File: src/design/caf_consts.svh
// Constants of the CAN acceptance filter: register map, reset values, fields.
// Assumes inclusion by bare name from the package, the filter top and the test bench.
`ifndef CAF_CONSTS_SVH
`define CAF_CONSTS_SVH

// ----------------------------------------------------------------------------
// Register byte addresses
// ----------------------------------------------------------------------------
`define CAF_ADDR_W 6
`define CAF_OFS_CODE0 6'h00
`define CAF_OFS_IGN0 6'h10
`define CAF_OFS_CTRL 6'h20
`define CAF_OFS_STAT 6'h24
`define CAF_OFS_NPASS 6'h28
`define CAF_OFS_NDROP 6'h2C

// ----------------------------------------------------------------------------
// Fields and reset values
// ----------------------------------------------------------------------------
`define CAF_CTRL_EN_BIT 0
`define CAF_STAT_LAST_BIT 0
`define CAF_STAT_SEEN_BIT 1
`define CAF_RST_CODE 8'h00
`define CAF_RST_IGN 8'hFF
`define CAF_RST_CTRL_EN 1'b1
`define CAF_STD_NIBBLE_CARE 32'hFFF0_FFFF
`define CAF_EXT_CARE 32'hFFFF_FFFC

`endif

File: src/design/caf_pkg.sv
// Types shared by the CAN acceptance filter modules.
// Assumes caf_consts.svh sits beside it in the include path.
`include "caf_consts.svh"

package caf_pkg;
   typedef logic [7:0] caf_byte_t;
   typedef logic [31:0] caf_word_t;
   typedef logic [`CAF_ADDR_W-1:0] caf_addr_t;
   typedef enum logic {CAF_BUS_IDLE, CAF_BUS_ACK} caf_bus_state_t;
endpackage : caf_pkg

File: src/design/caf_match_if.sv
// Carrier between the filter top and its bitwise comparator.
// Assumes one clock domain; the signals are purely combinational.
interface caf_match_if;
   import caf_pkg::*;
   caf_word_t pattern;
   caf_word_t care;
   caf_word_t code;
   caf_word_t ignore;
   logic match;
   modport filt (output pattern, output care, output code, output ignore, input match);
   modport cmp (input pattern, input care, input code, input ignore, output match);
endinterface : caf_match_if

File: src/design/caf_match.sv
// Bitwise comparator of the CAN acceptance filter.
// Assumes pattern and code are aligned with bit 31 as the earliest frame bit.
module caf_match (
   caf_match_if.cmp m
);
   import caf_pkg::*;

   caf_word_t miss;

   // ---------------------------------------------------------------------------
   // Per-bit compare
   // ---------------------------------------------------------------------------
   for (genvar i = 0; i < 32; i++) begin : g_bit
      // Position takes part only when mapped and not ignored
      assign miss[i] = m.care[i] & ~m.ignore[i] & (m.pattern[i] ^ m.code[i]);
   end

   assign m.match = ~|miss;
endmodule // caf_match

File: src/design/caf_filter.sv
// Top of the CAN acceptance filter: Avalon-MM registers and frame decision.
// Assumes frames arrive already decoded, one per valid cycle, on mclk_i.
`include "caf_consts.svh"

module caf_filter #(
   parameter int ID_W = 29,
   parameter int CNT_W = 16
) (
   input wire logic mclk_i,
   input wire logic rst_n_i,
   input wire caf_pkg::caf_addr_t avs_address_i,
   input wire logic avs_read_i,
   input wire logic avs_write_i,
   input wire caf_pkg::caf_word_t avs_writedata_i,
   input wire logic [3:0] avs_byteenable_i,
   output caf_pkg::caf_word_t avs_readdata_o,
   output logic avs_waitrequest_o,
   input wire logic frm_valid_i,
   output logic frm_ready_o,
   input wire logic frm_ext_i,
   input wire logic [ID_W-1:0] frm_id_i,
   input wire logic frm_rtr_i,
   input wire caf_pkg::caf_byte_t frm_data0_i,
   input wire caf_pkg::caf_byte_t frm_data1_i,
   output logic pass_valid_o,
   output logic pass_ext_o,
   output logic [ID_W-1:0] pass_id_o,
   output logic pass_rtr_o,
   output caf_pkg::caf_byte_t pass_data0_o,
   output caf_pkg::caf_byte_t pass_data1_o,
   output logic drop_o
);
   import caf_pkg::*;

   // ---------------------------------------------------------------------------
   // Elaboration checks
   // ---------------------------------------------------------------------------
   if (ID_W != 29) begin : g_bad_id
      $error("caf_filter: ID_W must be 29");
   end
   if (CNT_W < 1 || CNT_W > 32) begin : g_bad_cnt
      $error("caf_filter: CNT_W must be 1 to 32");
   end

   // ---------------------------------------------------------------------------
   // Reset release
   // ---------------------------------------------------------------------------
   logic [1:0] rst_sync_q;
   logic rst_q;

   always_ff @(posedge mclk_i or negedge rst_n_i) begin
      if (!rst_n_i) begin
         rst_sync_q <= 2'b00;
      end else begin
         rst_sync_q <= {rst_sync_q[0], 1'b1};
      end
   end
   assign rst_q = rst_sync_q[1];

   // ---------------------------------------------------------------------------
   // Bus slave: one wait state on every access
   // ---------------------------------------------------------------------------
   caf_bus_state_t bus_q;
   logic bus_req;
   logic bus_take;
   logic wr_take;
   logic rd_first;
   logic [3:0] idx;
   logic in_bytes;

   assign bus_req = avs_read_i | avs_write_i;
   assign avs_waitrequest_o = bus_req & (bus_q != CAF_BUS_ACK);
   assign bus_take = bus_req & (bus_q == CAF_BUS_ACK);
   assign wr_take = bus_take & avs_write_i;
   assign rd_first = avs_read_i & (bus_q == CAF_BUS_IDLE);
   assign idx = avs_address_i[5:2];
   // Byte registers share the low lane; offsets 0x00..0x1C
   assign in_bytes = (avs_address_i[1:0] == 2'b00) && (avs_address_i < `CAF_OFS_CTRL);

   always_ff @(posedge mclk_i or negedge rst_q) begin
      if (!rst_q) begin
         bus_q <= CAF_BUS_IDLE;
      end else begin
         case (bus_q)
            CAF_BUS_IDLE: begin
               if (bus_req) begin
                  bus_q <= CAF_BUS_ACK;
               end
            end
            CAF_BUS_ACK: begin
               bus_q <= CAF_BUS_IDLE;
            end
            default: begin
               bus_q <= CAF_BUS_IDLE;
            end
         endcase
      end
   end

   // ---------------------------------------------------------------------------
   // Filter registers
   // ---------------------------------------------------------------------------
   caf_byte_t code_q [4];
   caf_byte_t ign_q [4];
   logic en_q;

   for (genvar b = 0; b < 4; b++) begin : g_regs
      always_ff @(posedge mclk_i or negedge rst_q) begin
         if (!rst_q) begin
            code_q[b] <= `CAF_RST_CODE;
            ign_q[b] <= `CAF_RST_IGN;
         end else if (wr_take && in_bytes && avs_byteenable_i[0]) begin
            if (idx == 4'(b)) begin
               code_q[b] <= avs_writedata_i[7:0];
            end
            if (idx == 4'(b + 4)) begin
               ign_q[b] <= avs_writedata_i[7:0];
            end
         end
      end
   end

   always_ff @(posedge mclk_i or negedge rst_q) begin
      if (!rst_q) begin
         en_q <= `CAF_RST_CTRL_EN;
      end else if (wr_take && avs_address_i == `CAF_OFS_CTRL && avs_byteenable_i[0]) begin
         en_q <= avs_writedata_i[`CAF_CTRL_EN_BIT];
      end
   end

   caf_word_t code_all;
   caf_word_t ign_all;
   assign code_all = {code_q[0], code_q[1], code_q[2], code_q[3]};
   assign ign_all = {ign_q[0], ign_q[1], ign_q[2], ign_q[3]};

   // ---------------------------------------------------------------------------
   // Frame mapping and compare
   // ---------------------------------------------------------------------------
   caf_match_if mif ();
   logic frm_take;
   logic accept;

   assign frm_ready_o = rst_q;
   assign frm_take = frm_valid_i & frm_ready_o;

   // Unused pattern positions are zero and masked out by care
   assign mif.pattern = frm_ext_i ? {frm_id_i, frm_rtr_i, 2'b00} :
      {frm_id_i[28:21], frm_id_i[20:18], frm_rtr_i, 4'h0, frm_data0_i, frm_data1_i};
   assign mif.care = frm_ext_i ? `CAF_EXT_CARE : `CAF_STD_NIBBLE_CARE;
   assign mif.code = code_all;
   assign mif.ignore = ign_all;

   caf_match u_match (
      .m(mif)
   );

   // Disabled filter lets everything through
   assign accept = mif.match | ~en_q;

   // ---------------------------------------------------------------------------
   // Decision outputs
   // ---------------------------------------------------------------------------
   always_ff @(posedge mclk_i or negedge rst_q) begin
      if (!rst_q) begin
         pass_valid_o <= 1'b0;
         drop_o <= 1'b0;
      end else begin
         pass_valid_o <= frm_take & accept;
         drop_o <= frm_take & ~accept;
      end
   end

   always_ff @(posedge mclk_i or negedge rst_q) begin
      if (!rst_q) begin
         pass_ext_o <= 1'b0;
         pass_id_o <= '0;
         pass_rtr_o <= 1'b0;
         pass_data0_o <= 8'h00;
         pass_data1_o <= 8'h00;
      end else if (frm_take && accept) begin
         pass_ext_o <= frm_ext_i;
         pass_id_o <= frm_id_i;
         pass_rtr_o <= frm_rtr_i;
         pass_data0_o <= frm_data0_i;
         pass_data1_o <= frm_data1_i;
      end
   end

   // ---------------------------------------------------------------------------
   // Status and counters
   // ---------------------------------------------------------------------------
   logic last_q;
   logic seen_q;
   logic [CNT_W-1:0] npass_q;
   logic [CNT_W-1:0] ndrop_q;
   logic clr_pass;
   logic clr_drop;

   assign clr_pass = wr_take && avs_address_i == `CAF_OFS_NPASS && |avs_byteenable_i;
   assign clr_drop = wr_take && avs_address_i == `CAF_OFS_NDROP && |avs_byteenable_i;

   always_ff @(posedge mclk_i or negedge rst_q) begin
      if (!rst_q) begin
         last_q <= 1'b0;
         seen_q <= 1'b0;
      end else if (frm_take) begin
         last_q <= accept;
         seen_q <= 1'b1;
      end
   end

   // Event in the clear cycle still counts
   always_ff @(posedge mclk_i or negedge rst_q) begin
      if (!rst_q) begin
         npass_q <= '0;
      end else if (clr_pass) begin
         npass_q <= (frm_take && accept) ? CNT_W'(1) : '0;
      end else if (frm_take && accept) begin
         npass_q <= npass_q + CNT_W'(1);
      end
   end

   always_ff @(posedge mclk_i or negedge rst_q) begin
      if (!rst_q) begin
         ndrop_q <= '0;
      end else if (clr_drop) begin
         ndrop_q <= (frm_take && !accept) ? CNT_W'(1) : '0;
      end else if (frm_take && !accept) begin
         ndrop_q <= ndrop_q + CNT_W'(1);
      end
   end

   // ---------------------------------------------------------------------------
   // Read data
   // ---------------------------------------------------------------------------
   caf_word_t rd_d;

   always_comb begin
      rd_d = 32'h0000_0000;
      if (in_bytes) begin
         rd_d[7:0] = idx[2] ? ign_q[idx[1:0]] : code_q[idx[1:0]];
      end else begin
         case (avs_address_i)
            `CAF_OFS_CTRL: rd_d[`CAF_CTRL_EN_BIT] = en_q;
            `CAF_OFS_STAT: begin
               rd_d[`CAF_STAT_LAST_BIT] = last_q;
               rd_d[`CAF_STAT_SEEN_BIT] = seen_q;
            end
            `CAF_OFS_NPASS: rd_d[CNT_W-1:0] = npass_q;
            `CAF_OFS_NDROP: rd_d[CNT_W-1:0] = ndrop_q;
            default: rd_d = 32'h0000_0000;
         endcase
      end
   end

   always_ff @(posedge mclk_i or negedge rst_q) begin
      if (!rst_q) begin
         avs_readdata_o <= 32'h0000_0000;
      end else if (rd_first) begin
         avs_readdata_o <= rd_d;
      end
   end

   // ---------------------------------------------------------------------------
   // Checks
   // ---------------------------------------------------------------------------
   logic std_take;
   logic ext_take;
   assign std_take = frm_take & ~frm_ext_i & en_q;
   assign ext_take = frm_take & frm_ext_i & en_q;

   a_code_read_back: assert property (@(posedge mclk_i) disable iff (!rst_q)
      bus_take && avs_read_i && avs_address_i == `CAF_OFS_CODE0
      |-> avs_readdata_o == {24'h00_0000, code_q[0]})
      else $error("code byte 0 read back wrong");

   a_cleared_bit_cmp: assert property (@(posedge mclk_i) disable iff (!rst_q)
      std_take && !ign_q[0][7] && (code_q[0][7] != frm_id_i[28]) |=> drop_o)
      else $error("compared bit mismatch not dropped");

   a_pass_xor_drop: assert property (@(posedge mclk_i) disable iff (!rst_q)
      frm_take |=> (pass_valid_o != drop_o))
      else $error("frame neither or both passed and dropped");

   a_std_id_high: assert property (@(posedge mclk_i) disable iff (!rst_q)
      std_take && ign_q[0] == 8'h00 && ign_all[23:0] == 24'hFF_FFFF
      |=> (pass_valid_o == ($past(frm_id_i[28:21]) == $past(code_q[0]))))
      else $error("standard byte 0 compare wrong");

   a_std_low_nibble: assert property (@(posedge mclk_i) disable iff (!rst_q)
      std_take && ign_q[1] == 8'h0F && ign_q[0] == 8'hFF && ign_all[15:0] == 16'hFFFF
      && {frm_id_i[20:18], frm_rtr_i} == code_q[1][7:4] |=> pass_valid_o)
      else $error("standard byte 1 nibble compare wrong");

   a_std_data_byte: assert property (@(posedge mclk_i) disable iff (!rst_q)
      std_take && ign_q[2] == 8'h00 && frm_data0_i != code_q[2] |=> drop_o)
      else $error("standard data byte 0 mismatch passed");

   a_ext_full_id: assert property (@(posedge mclk_i) disable iff (!rst_q)
      ext_take && ign_all[31:2] == 30'h0 && {frm_id_i, frm_rtr_i} == code_all[31:2]
      |=> pass_valid_o && !drop_o)
      else $error("extended exact match not passed");

   a_rtr_ignored: assert property (@(posedge mclk_i) disable iff (!rst_q)
      ext_take && ign_all[31:3] == 29'h0 && frm_id_i == code_all[31:3]
      && ign_all[2] |=> pass_valid_o)
      else $error("ignored RTR blocked frame");

   a_all_ignored: assert property (@(posedge mclk_i) disable iff (!rst_q)
      frm_take && ign_all == 32'hFFFF_FFFF |=> pass_valid_o && !drop_o)
      else $error("fully ignored pattern dropped frame");

   a_wait_one_cycle: assert property (@(posedge mclk_i) disable iff (!rst_q)
      $rose(bus_req) |-> avs_waitrequest_o ##1 !avs_waitrequest_o)
      else $error("bus answer not after one wait state");

   a_upper_lanes_zero: assert property (@(posedge mclk_i) disable iff (!rst_q)
      bus_take && avs_read_i && in_bytes |-> avs_readdata_o[31:8] == 24'h00_0000)
      else $error("byte register read with upper lanes set");

   a_pass_fields: assert property (@(posedge mclk_i) disable iff (!rst_q)
      frm_take && accept |=> pass_id_o == $past(frm_id_i) && pass_data0_o == $past(frm_data0_i))
      else $error("accepted frame fields not forwarded");

   a_pass_count: assert property (@(posedge mclk_i) disable iff (!rst_q)
      frm_take && accept && !clr_pass |=> npass_q == $past(npass_q) + CNT_W'(1))
      else $error("pass counter did not advance");

   a_drop_count: assert property (@(posedge mclk_i) disable iff (!rst_q)
      frm_take && !accept && !clr_drop |=> ndrop_q == $past(ndrop_q) + CNT_W'(1))
      else $error("drop counter did not advance");

   a_disabled_pass: assert property (@(posedge mclk_i) disable iff (!rst_q)
      frm_take && !en_q |=> pass_valid_o && !drop_o)
      else $error("disabled filter dropped frame");

   c_std_pass: cover property (@(posedge mclk_i) disable iff (!rst_q)
      std_take ##1 pass_valid_o);
   c_ext_drop: cover property (@(posedge mclk_i) disable iff (!rst_q)
      ext_take ##1 drop_o);
   c_reg_write: cover property (@(posedge mclk_i) disable iff (!rst_q)
      wr_take && in_bytes);
   c_back_to_back: cover property (@(posedge mclk_i) disable iff (!rst_q)
      frm_take ##1 frm_take);
   c_rtr_masked: cover property (@(posedge mclk_i) disable iff (!rst_q)
      ext_take && ign_all[2] ##1 pass_valid_o);
endmodule // caf_filter

File: config.mk
export PLATFORM = sky130hd
export DESIGN_NAME = caf_filter
export DESIGN_NICKNAME = d
export VERILOG_FILES = /design/src/design/caf_pkg.sv /design/src/design/caf_match_if.sv /design/src/design/caf_match.sv /design/src/design/caf_filter.sv
export VERILOG_INCLUDE_DIRS = /design/src /design/src/design
export SDC_FILE = /design/constraint.sdc
export NUM_CORES = 1
export LEC_CHECK = 0
export BUFFER_PORTS_ARGS = -buffer_cell sky130_fd_sc_hd__buf_2
export CORE_MARGIN = 1.5
export CORE_UTILIZATION = 40
export CTS_CLUSTER_DIAMETER = 120
export DETAILED_ROUTE_END_ITERATION = 8
export SLEW_MARGIN = 10
export SYNTH_ARGS = -nofsm -noshare
export SYNTH_HDL_FRONTEND = slang
export SYNTH_SLANG_ARGS = --single-unit
File: constraint.sdc
create_clock -name mclk_i -period 7.97 [get_ports mclk_i]
set_input_delay 2.391 -clock mclk_i [delete_from_list [all_inputs] [get_ports mclk_i]]
set_output_delay 2.391 -clock mclk_i [all_outputs]
set_load 0.01 [all_outputs]
# ---- Word level (Yosys, flattened, before mapping)
# Index checks and enable logic that the tools add are counted.
dict set report op_classes {
  mux 22
  n_bitwise 141
  magnitude_cmp 2
  reduce_logical 27
  n_eq_ne 11
  add_sub_neg 2
}
# op count
set op_table {}
lappend op_table {{$mux 16} 4}
lappend op_table {{$and 1x1->1} 59}
lappend op_table {{$mux 8} 7}
lappend op_table {{$not 1->1} 35}
lappend op_table {{$add 16x1->16 const B} 2}
lappend op_table {{$bmux 8 s2} 2}
lappend op_table {{$reduce_or 32->1} 1}
lappend op_table {{$xor 1x1->1} 32}
lappend op_table {{$pmux 14 s2} 1}
lappend op_table {{$eq 6x6->1 const B} 4}
lappend op_table {{$mux 21} 1}
lappend op_table {{$mux 20} 1}
lappend op_table {{$eq 4x3->1 const B} 4}
lappend op_table {{$reduce_and 2->1} 8}
lappend op_table {{$and 1x1->1 const A} 12}
lappend op_table {{$logic_and 1x1->1} 11}
lappend op_table {{$eq 4x2->1 const B} 2}
lappend op_table {{$lt 6x6->1 const B} 1}
lappend op_table {{$eq 4x1->1 const B} 1}
lappend op_table {{$logic_not 4->1} 1}
lappend op_table {{$pmux 1 s4} 1}
lappend op_table {{$reduce_bool 2->1} 2}
lappend op_table {{$reduce_or 4->1} 1}
lappend op_table {{$ge 3x3->1 const B} 1}
lappend op_table {{other kinds (7)} 11}
dict set report totals {
  inputBits 94
  reg_bits 183
  word_cells 228
  output_inout_bits 83
}

# ---- Logic depth before layout (Yosys ltp)
dict set report logic_depth {
  word_depth 10
  ltp_mapped 11
  ltp_nobuf 7
}

# ---- By module
# A second synthesis with hierarchy kept.
dict set report hier_totals {
  hier_cells 698
  hier_area_um2 8406.8
}
# mod n_inst cells_per_inst area_per_inst_um2
set modules_own_cells {}
lappend modules_own_cells {caf_filter 1 613 7788.7}
lappend modules_own_cells {caf_match 1 85 618.1}

# ---- Worst setup path after synthesis
# No wires, ideal clock.
dict set report synth_path {
  path_type {reg2out}
  startpoint {register rst_sync_q[1]}
  endpoint {output port frm_ready_o}
  path_stages_with_launch 1
  setup_slack_ns 1.673
  n_path_buf 0
  required_ns 5.579
  t_arrival_ns 3.906
  path_cell_list {dfrtp_1}
}
# item line
set synth_rtl {}
lappend synth_rtl {{from (decl)} caf_filter.sv:48} ;# logic [1:0] rst_sync_q;
lappend synth_rtl {{from (signal assigned)} caf_filter.sv:55} ;# rst_sync_q <= {rst_sync_q[0], 1'b1};
lappend synth_rtl {{to (decl)} caf_filter.sv:19} ;# output logic frm_ready_o,
# No word-level cell between the ends.

# ---- Worst setup path in the final report
dict set report layout_path {
  startpoint {input port frm_ext_i}
  endpoint {register npass_q[13]}
}
dict set report layout_via {
  elab_chain_len 8
  word_cells_on_any_way 55
  classes_between {mux (2); bitwise (49); reduce/logical (4)}
}
# item line
set layout_lines {}
lappend layout_lines {{from (decl)} caf_filter.sv:20} ;# input wire logic frm_ext_i,
lappend layout_lines {{$mux 20 (no line) / $mux 21 (equally long branches)} --}
lappend layout_lines {{$and 1x1->1 / $xor 1x1->1 (equally long branches)} caf_match.sv:15} ;# assign miss[i] = m.care[i] & ~m.ignore[i] & (m.pattern[i] ^ m.code[i]);
lappend layout_lines {{$and 1x1->1} caf_match.sv:15}
lappend layout_lines {{$reduce_or 32->1 (*)} caf_match.sv:18} ;# assign m.match = ~|miss;
lappend layout_lines {{$logic_not 1->1 (*)} caf_match.sv:18}
lappend layout_lines {{$or 1x1->1 (*)} caf_filter.sv:158} ;# assign accept = mif.match | ~en_q;
lappend layout_lines {{$logic_and 1x1->1 (*)} caf_filter.sv:218} ;# end else if (frm_take && accept) begin
lappend layout_lines {{$reduce_bool 2->1 (no line) (*)} --}
lappend layout_lines {{to (signal assigned)} caf_filter.sv:217} ;# npass_q <= (frm_take && accept) ? CNT_W'(1) : '0;
lappend layout_lines {{to (signal assigned)} caf_filter.sv:219} ;# npass_q <= npass_q + CNT_W'(1);
lappend layout_lines {{to (decl)} caf_filter.sv:194} ;# logic [CNT_W-1:0] npass_q;
# Mark *: on every way between the ends. The rest lies on a longest branch, timed or not.
# A chain may end at the register's enable or synchronous reset.

==> flow_summary.yaml <==
run_status:
  status: "finished clean"
timing:
  slew_headroom: 0.265
  fin_ws_ns: 2.69
  rsz0062_at_grt: "no"
  fmax_ghz: 0.189
  finClkSkew_ns: 0.0133
  finalCritPeriodShare: 0.662
  slew_viol_final: 0
  tightest_slew_ns: 1.10
  tns_ns: 0
  period_needed_ns: 5.28
  hold_viol_final: 0
  setup_violations: 0
setup_path:
  arrival_ns: 5.64
  cp_max_fo: 78
  cp_cell_sequence: "buf_2 -> mux2i_1 -> mux2i_1 -> o2111ai_1 -> or4_4 -> o22a_4 -> or4_1 -> a21oi_1"
  max_stage_delay_ns: 0.62
  crit_slowest_cell: "or4_1"
  critPathMostFrequentCell: "mux2i_1"
  critPathCaptureType: "register"
  crit_type: "input port to register"
  start_kind: "input port"
  required_ns: 8.33
power_and_ir_drop:
  seqPwrFrac: 0.462
  p_leak_nw: 4.39
  power-per-cell-area_nw_per_um2: 219
  p_clk_frac: 0.406
  switchingPower_mw: 0.570
  p_int_mw: 1.56
  ir_worst_vdd_v: 0.000171
  totalPowerFinal_mw: 2.13
  p_sw_frac: 0.268
  comb_power_share: 0.132
yosys:
  synth_edf_count: 0
  syn-instance-count: 666
  yosys-top-cells-count: "dfrtp_1 (134), mux2_2 (113), nand2_1 (40), mux2i_1 (35), dfstp_2 (33)"
  syn_area_sq_um: 8230
  async_flop_share: 1.00
  yosysMostFrequentCell: "dfrtp_1"
  ys.flop_type: "dfrtp_1"
  netlist_top_cells_area: "dfrtp_1 (41%), mux2_2 (15%), dfstp_2 (11%), mux4_2 (4.7%), mux2i_1 (4.3%)"
  synth-seq-area-share: 0.513
  ys_ff_latch: 167
  yosys.area.top_type: "dfrtp_1"
  synth_top_area_share: 0.407
  yosys.cell_types.count: 51
  synth_area_per_cell_sq_um: 12.4
  yosys_warnings: 0
global_routing:
  met2_usage: 0.330
  use_met3: 0.0550
  grt_usage: 0.198
  grt_pass1_vias: 5707
  antenna_found_initial: 1
  grt_start_max_net_pins: 79
  grtUsageMet1: 0.256
  overflow: 0
  grt_pass1_wl_mm: 32.5
  grt-busiest-layer: "met2"
clock_network:
  cts_made_buffers: 17
  postCtsHoldBufs: 0
  cts_sinks: 167
  post_cts_resized: 0
  cts.path.max_buffers: 2
  clkTransAtPathRegs_ns: 0.07
  cts_tree: "yes"
  cts_root_buf: "clkbuf_16"
  clk_latency_ns: 0.43
  cts_setup_buffers: 0
  cts_max_level: 4
detailed_routing:
  drtIter0Drc: 444
  vias: 5832
  drcViolationCount: 0
  wl_per_cell_um: 19.0
  viasPerCell: 5.40
  routed_wl_mm: 20.6
  first_pass_iters: 5
  ant_nets: 0
final_layout:
  area_growth_pct: 18.2
  final_layout_size_suffix_gt1_frac: 0.430
  fin_area_sq_um: 9730
  nets: 893
  fillerInstances: 1868
floorplan:
  core-area_sq_um: 20200
  fp-row-count: 52
  io_pins: 177
  die_area_sq_um: 21500
  fp.dieW_um: 146
  start_util: 0.407
  die_h_um: 146
place:
  place_area_sq_um: 9120
  portBuffers: 136
  hpwl_mm: 14.5
  pre_cts_slack_ns: 2.19
  gp_congestion: 0.780
flow_run:
  cap_violations: 0
worst_hold_path:
  hp-class: "register to async pin"
-- cell type report --
type | instances | area (sq um) | share of cell area
repair buffers | 142 | 726 | 0.0746
flip-flops and latches | 167 | 4220 | 0.434
inverters | 10 | 37.5 | 0.00386
clock inverters | 14 | 173 | 0.0177
well taps | 270 | 338 | 0.0347
multi-input cells | 459 | 3790 | 0.390
diodes | 1 | 2.50 | 0.000257
clock buffers | 18 | 439 | 0.0451
-- sequential cells by signal, summed over array words and instances (netlist names) --
signal / count
code_all: 32
ign_all: 32
pass_id_o: 29
avs_readdata_o: 16
ndrop_q: 16
npass_q: 16
pass_data0_o: 8
pass_data1_o: 8
rst_sync_q: 2
bus_q: 1
drop_o: 1
en_q: 1
last_q: 1
pass_ext_o: 1
pass_rtr_o: 1
pass_valid_o: 1
seen_q: 1
-- cells in the final DEF (no fill, tap or decap), types with 5 or more instances in the layout --
master,synthesis,layout
dfstp_2,33,33
a22oi_1,16,16
nor2_1,25,25
mux2_2,113,113
o21ai_0,23,23
nor4_1,7,5
a21oi_1,23,23
and3_1,6,6
o221ai_1,7,7
nor2b_1,11,11
nand3b_1,5,5
xor2_1,8,8
nand2_1,40,40
inv_1,10,10
clkbuf_16,0,17
o22ai_1,6,6
dfrtp_1,134,133
mux2i_1,35,35
mux4_2,17,17
xnor2_1,17,17
nand3_1,12,12
or3_1,12,12
buf_4,16,6
conb_1,2,17
or4_1,12,12
o31ai_1,9,9
buf_2,1,136
-- cells by family (layout without fill, tap and decap cells) --
| logic type | after synthesis | after routing | share of synthesized area |
|---|---|---|---|
| flip-flops | 167 | 167 | 0.513 |
| AND/OR/NAND/NOR | 150 | 150 | 0.0967 |
| adder cells (fa/ha/maj) | 2 | 2 | 0.00304 |
| buffers and inverters | 55 | 184 | 0.0363 |
| XOR/XNOR | 25 | 25 | 0.0266 |
| other | 2 | 18 | 0.000912 |
| multiplexers | 165 | 165 | 0.244 |
| AO/OA/AOI/OAI | 100 | 100 | 0.0802 |
-- worst max-delay path: cells and delay by family --
kind                   cells  cell delay (ns)
buffers and inverters      1             0.50
multiplexers               2             0.62
AO/OA/AOI/OAI              3             0.86
AND/OR/NAND/NOR            2             1.21
-- metrics by stage --
stage                     hold slack (ns)  cells   util
after floorplan                     0.331    681      -
after global placement              0.223   1048  0.451
after detailed placement            0.220   1048  0.451
after CTS                           0.225   1080  0.481
after global routing                0.235   1080  0.481
final                               0.221   1081  0.481
-- routing by layer --
metal | share of wire | vias to the layer above
met5 | 0 | -
met4 | 0.013 | 0
met3 | 0.058 | 17
met2 | 0.50 | 184
met1 | 0.43 | 2935
li1 | - | 2696
-- path summary, 6_finish.rpt --
path / start / to / slack, ns / cells past startpoint
min in group mclk_i: rst_sync_q[0] / rst_sync_q[1] / 0.35 / 0
hold reg to reg: rst_sync_q[1] / pass_id_o[25] / 0.22 / 0
hold / removal: rst_sync_q[1] / pass_id_o[25] / 0.22 / 0
setup / recovery: frm_ext_i / npass_q[13] / 2.69 / 8
setup reg to reg: ign_all[15] / npass_q[13] / 4.98 / 7
max in group asynchronous: rst_sync_q[1] / code_all[16] / 6.12 / 2
-- power by group through the flow --
stage / clock [mW] / combinational (mW) / sequential, mW
floorplan: 0 / 0.158 / 1.01
global placement: 0 / 0.282 / 0.996
detailed placement: 0 / 0.286 / 0.998
CTS: 0.883 / 0.287 / 0.984
global route: 0.923 / 0.311 / 0.992
finish: 0.865 / 0.282 / 0.983
Power figures use the tool's default switching activity.
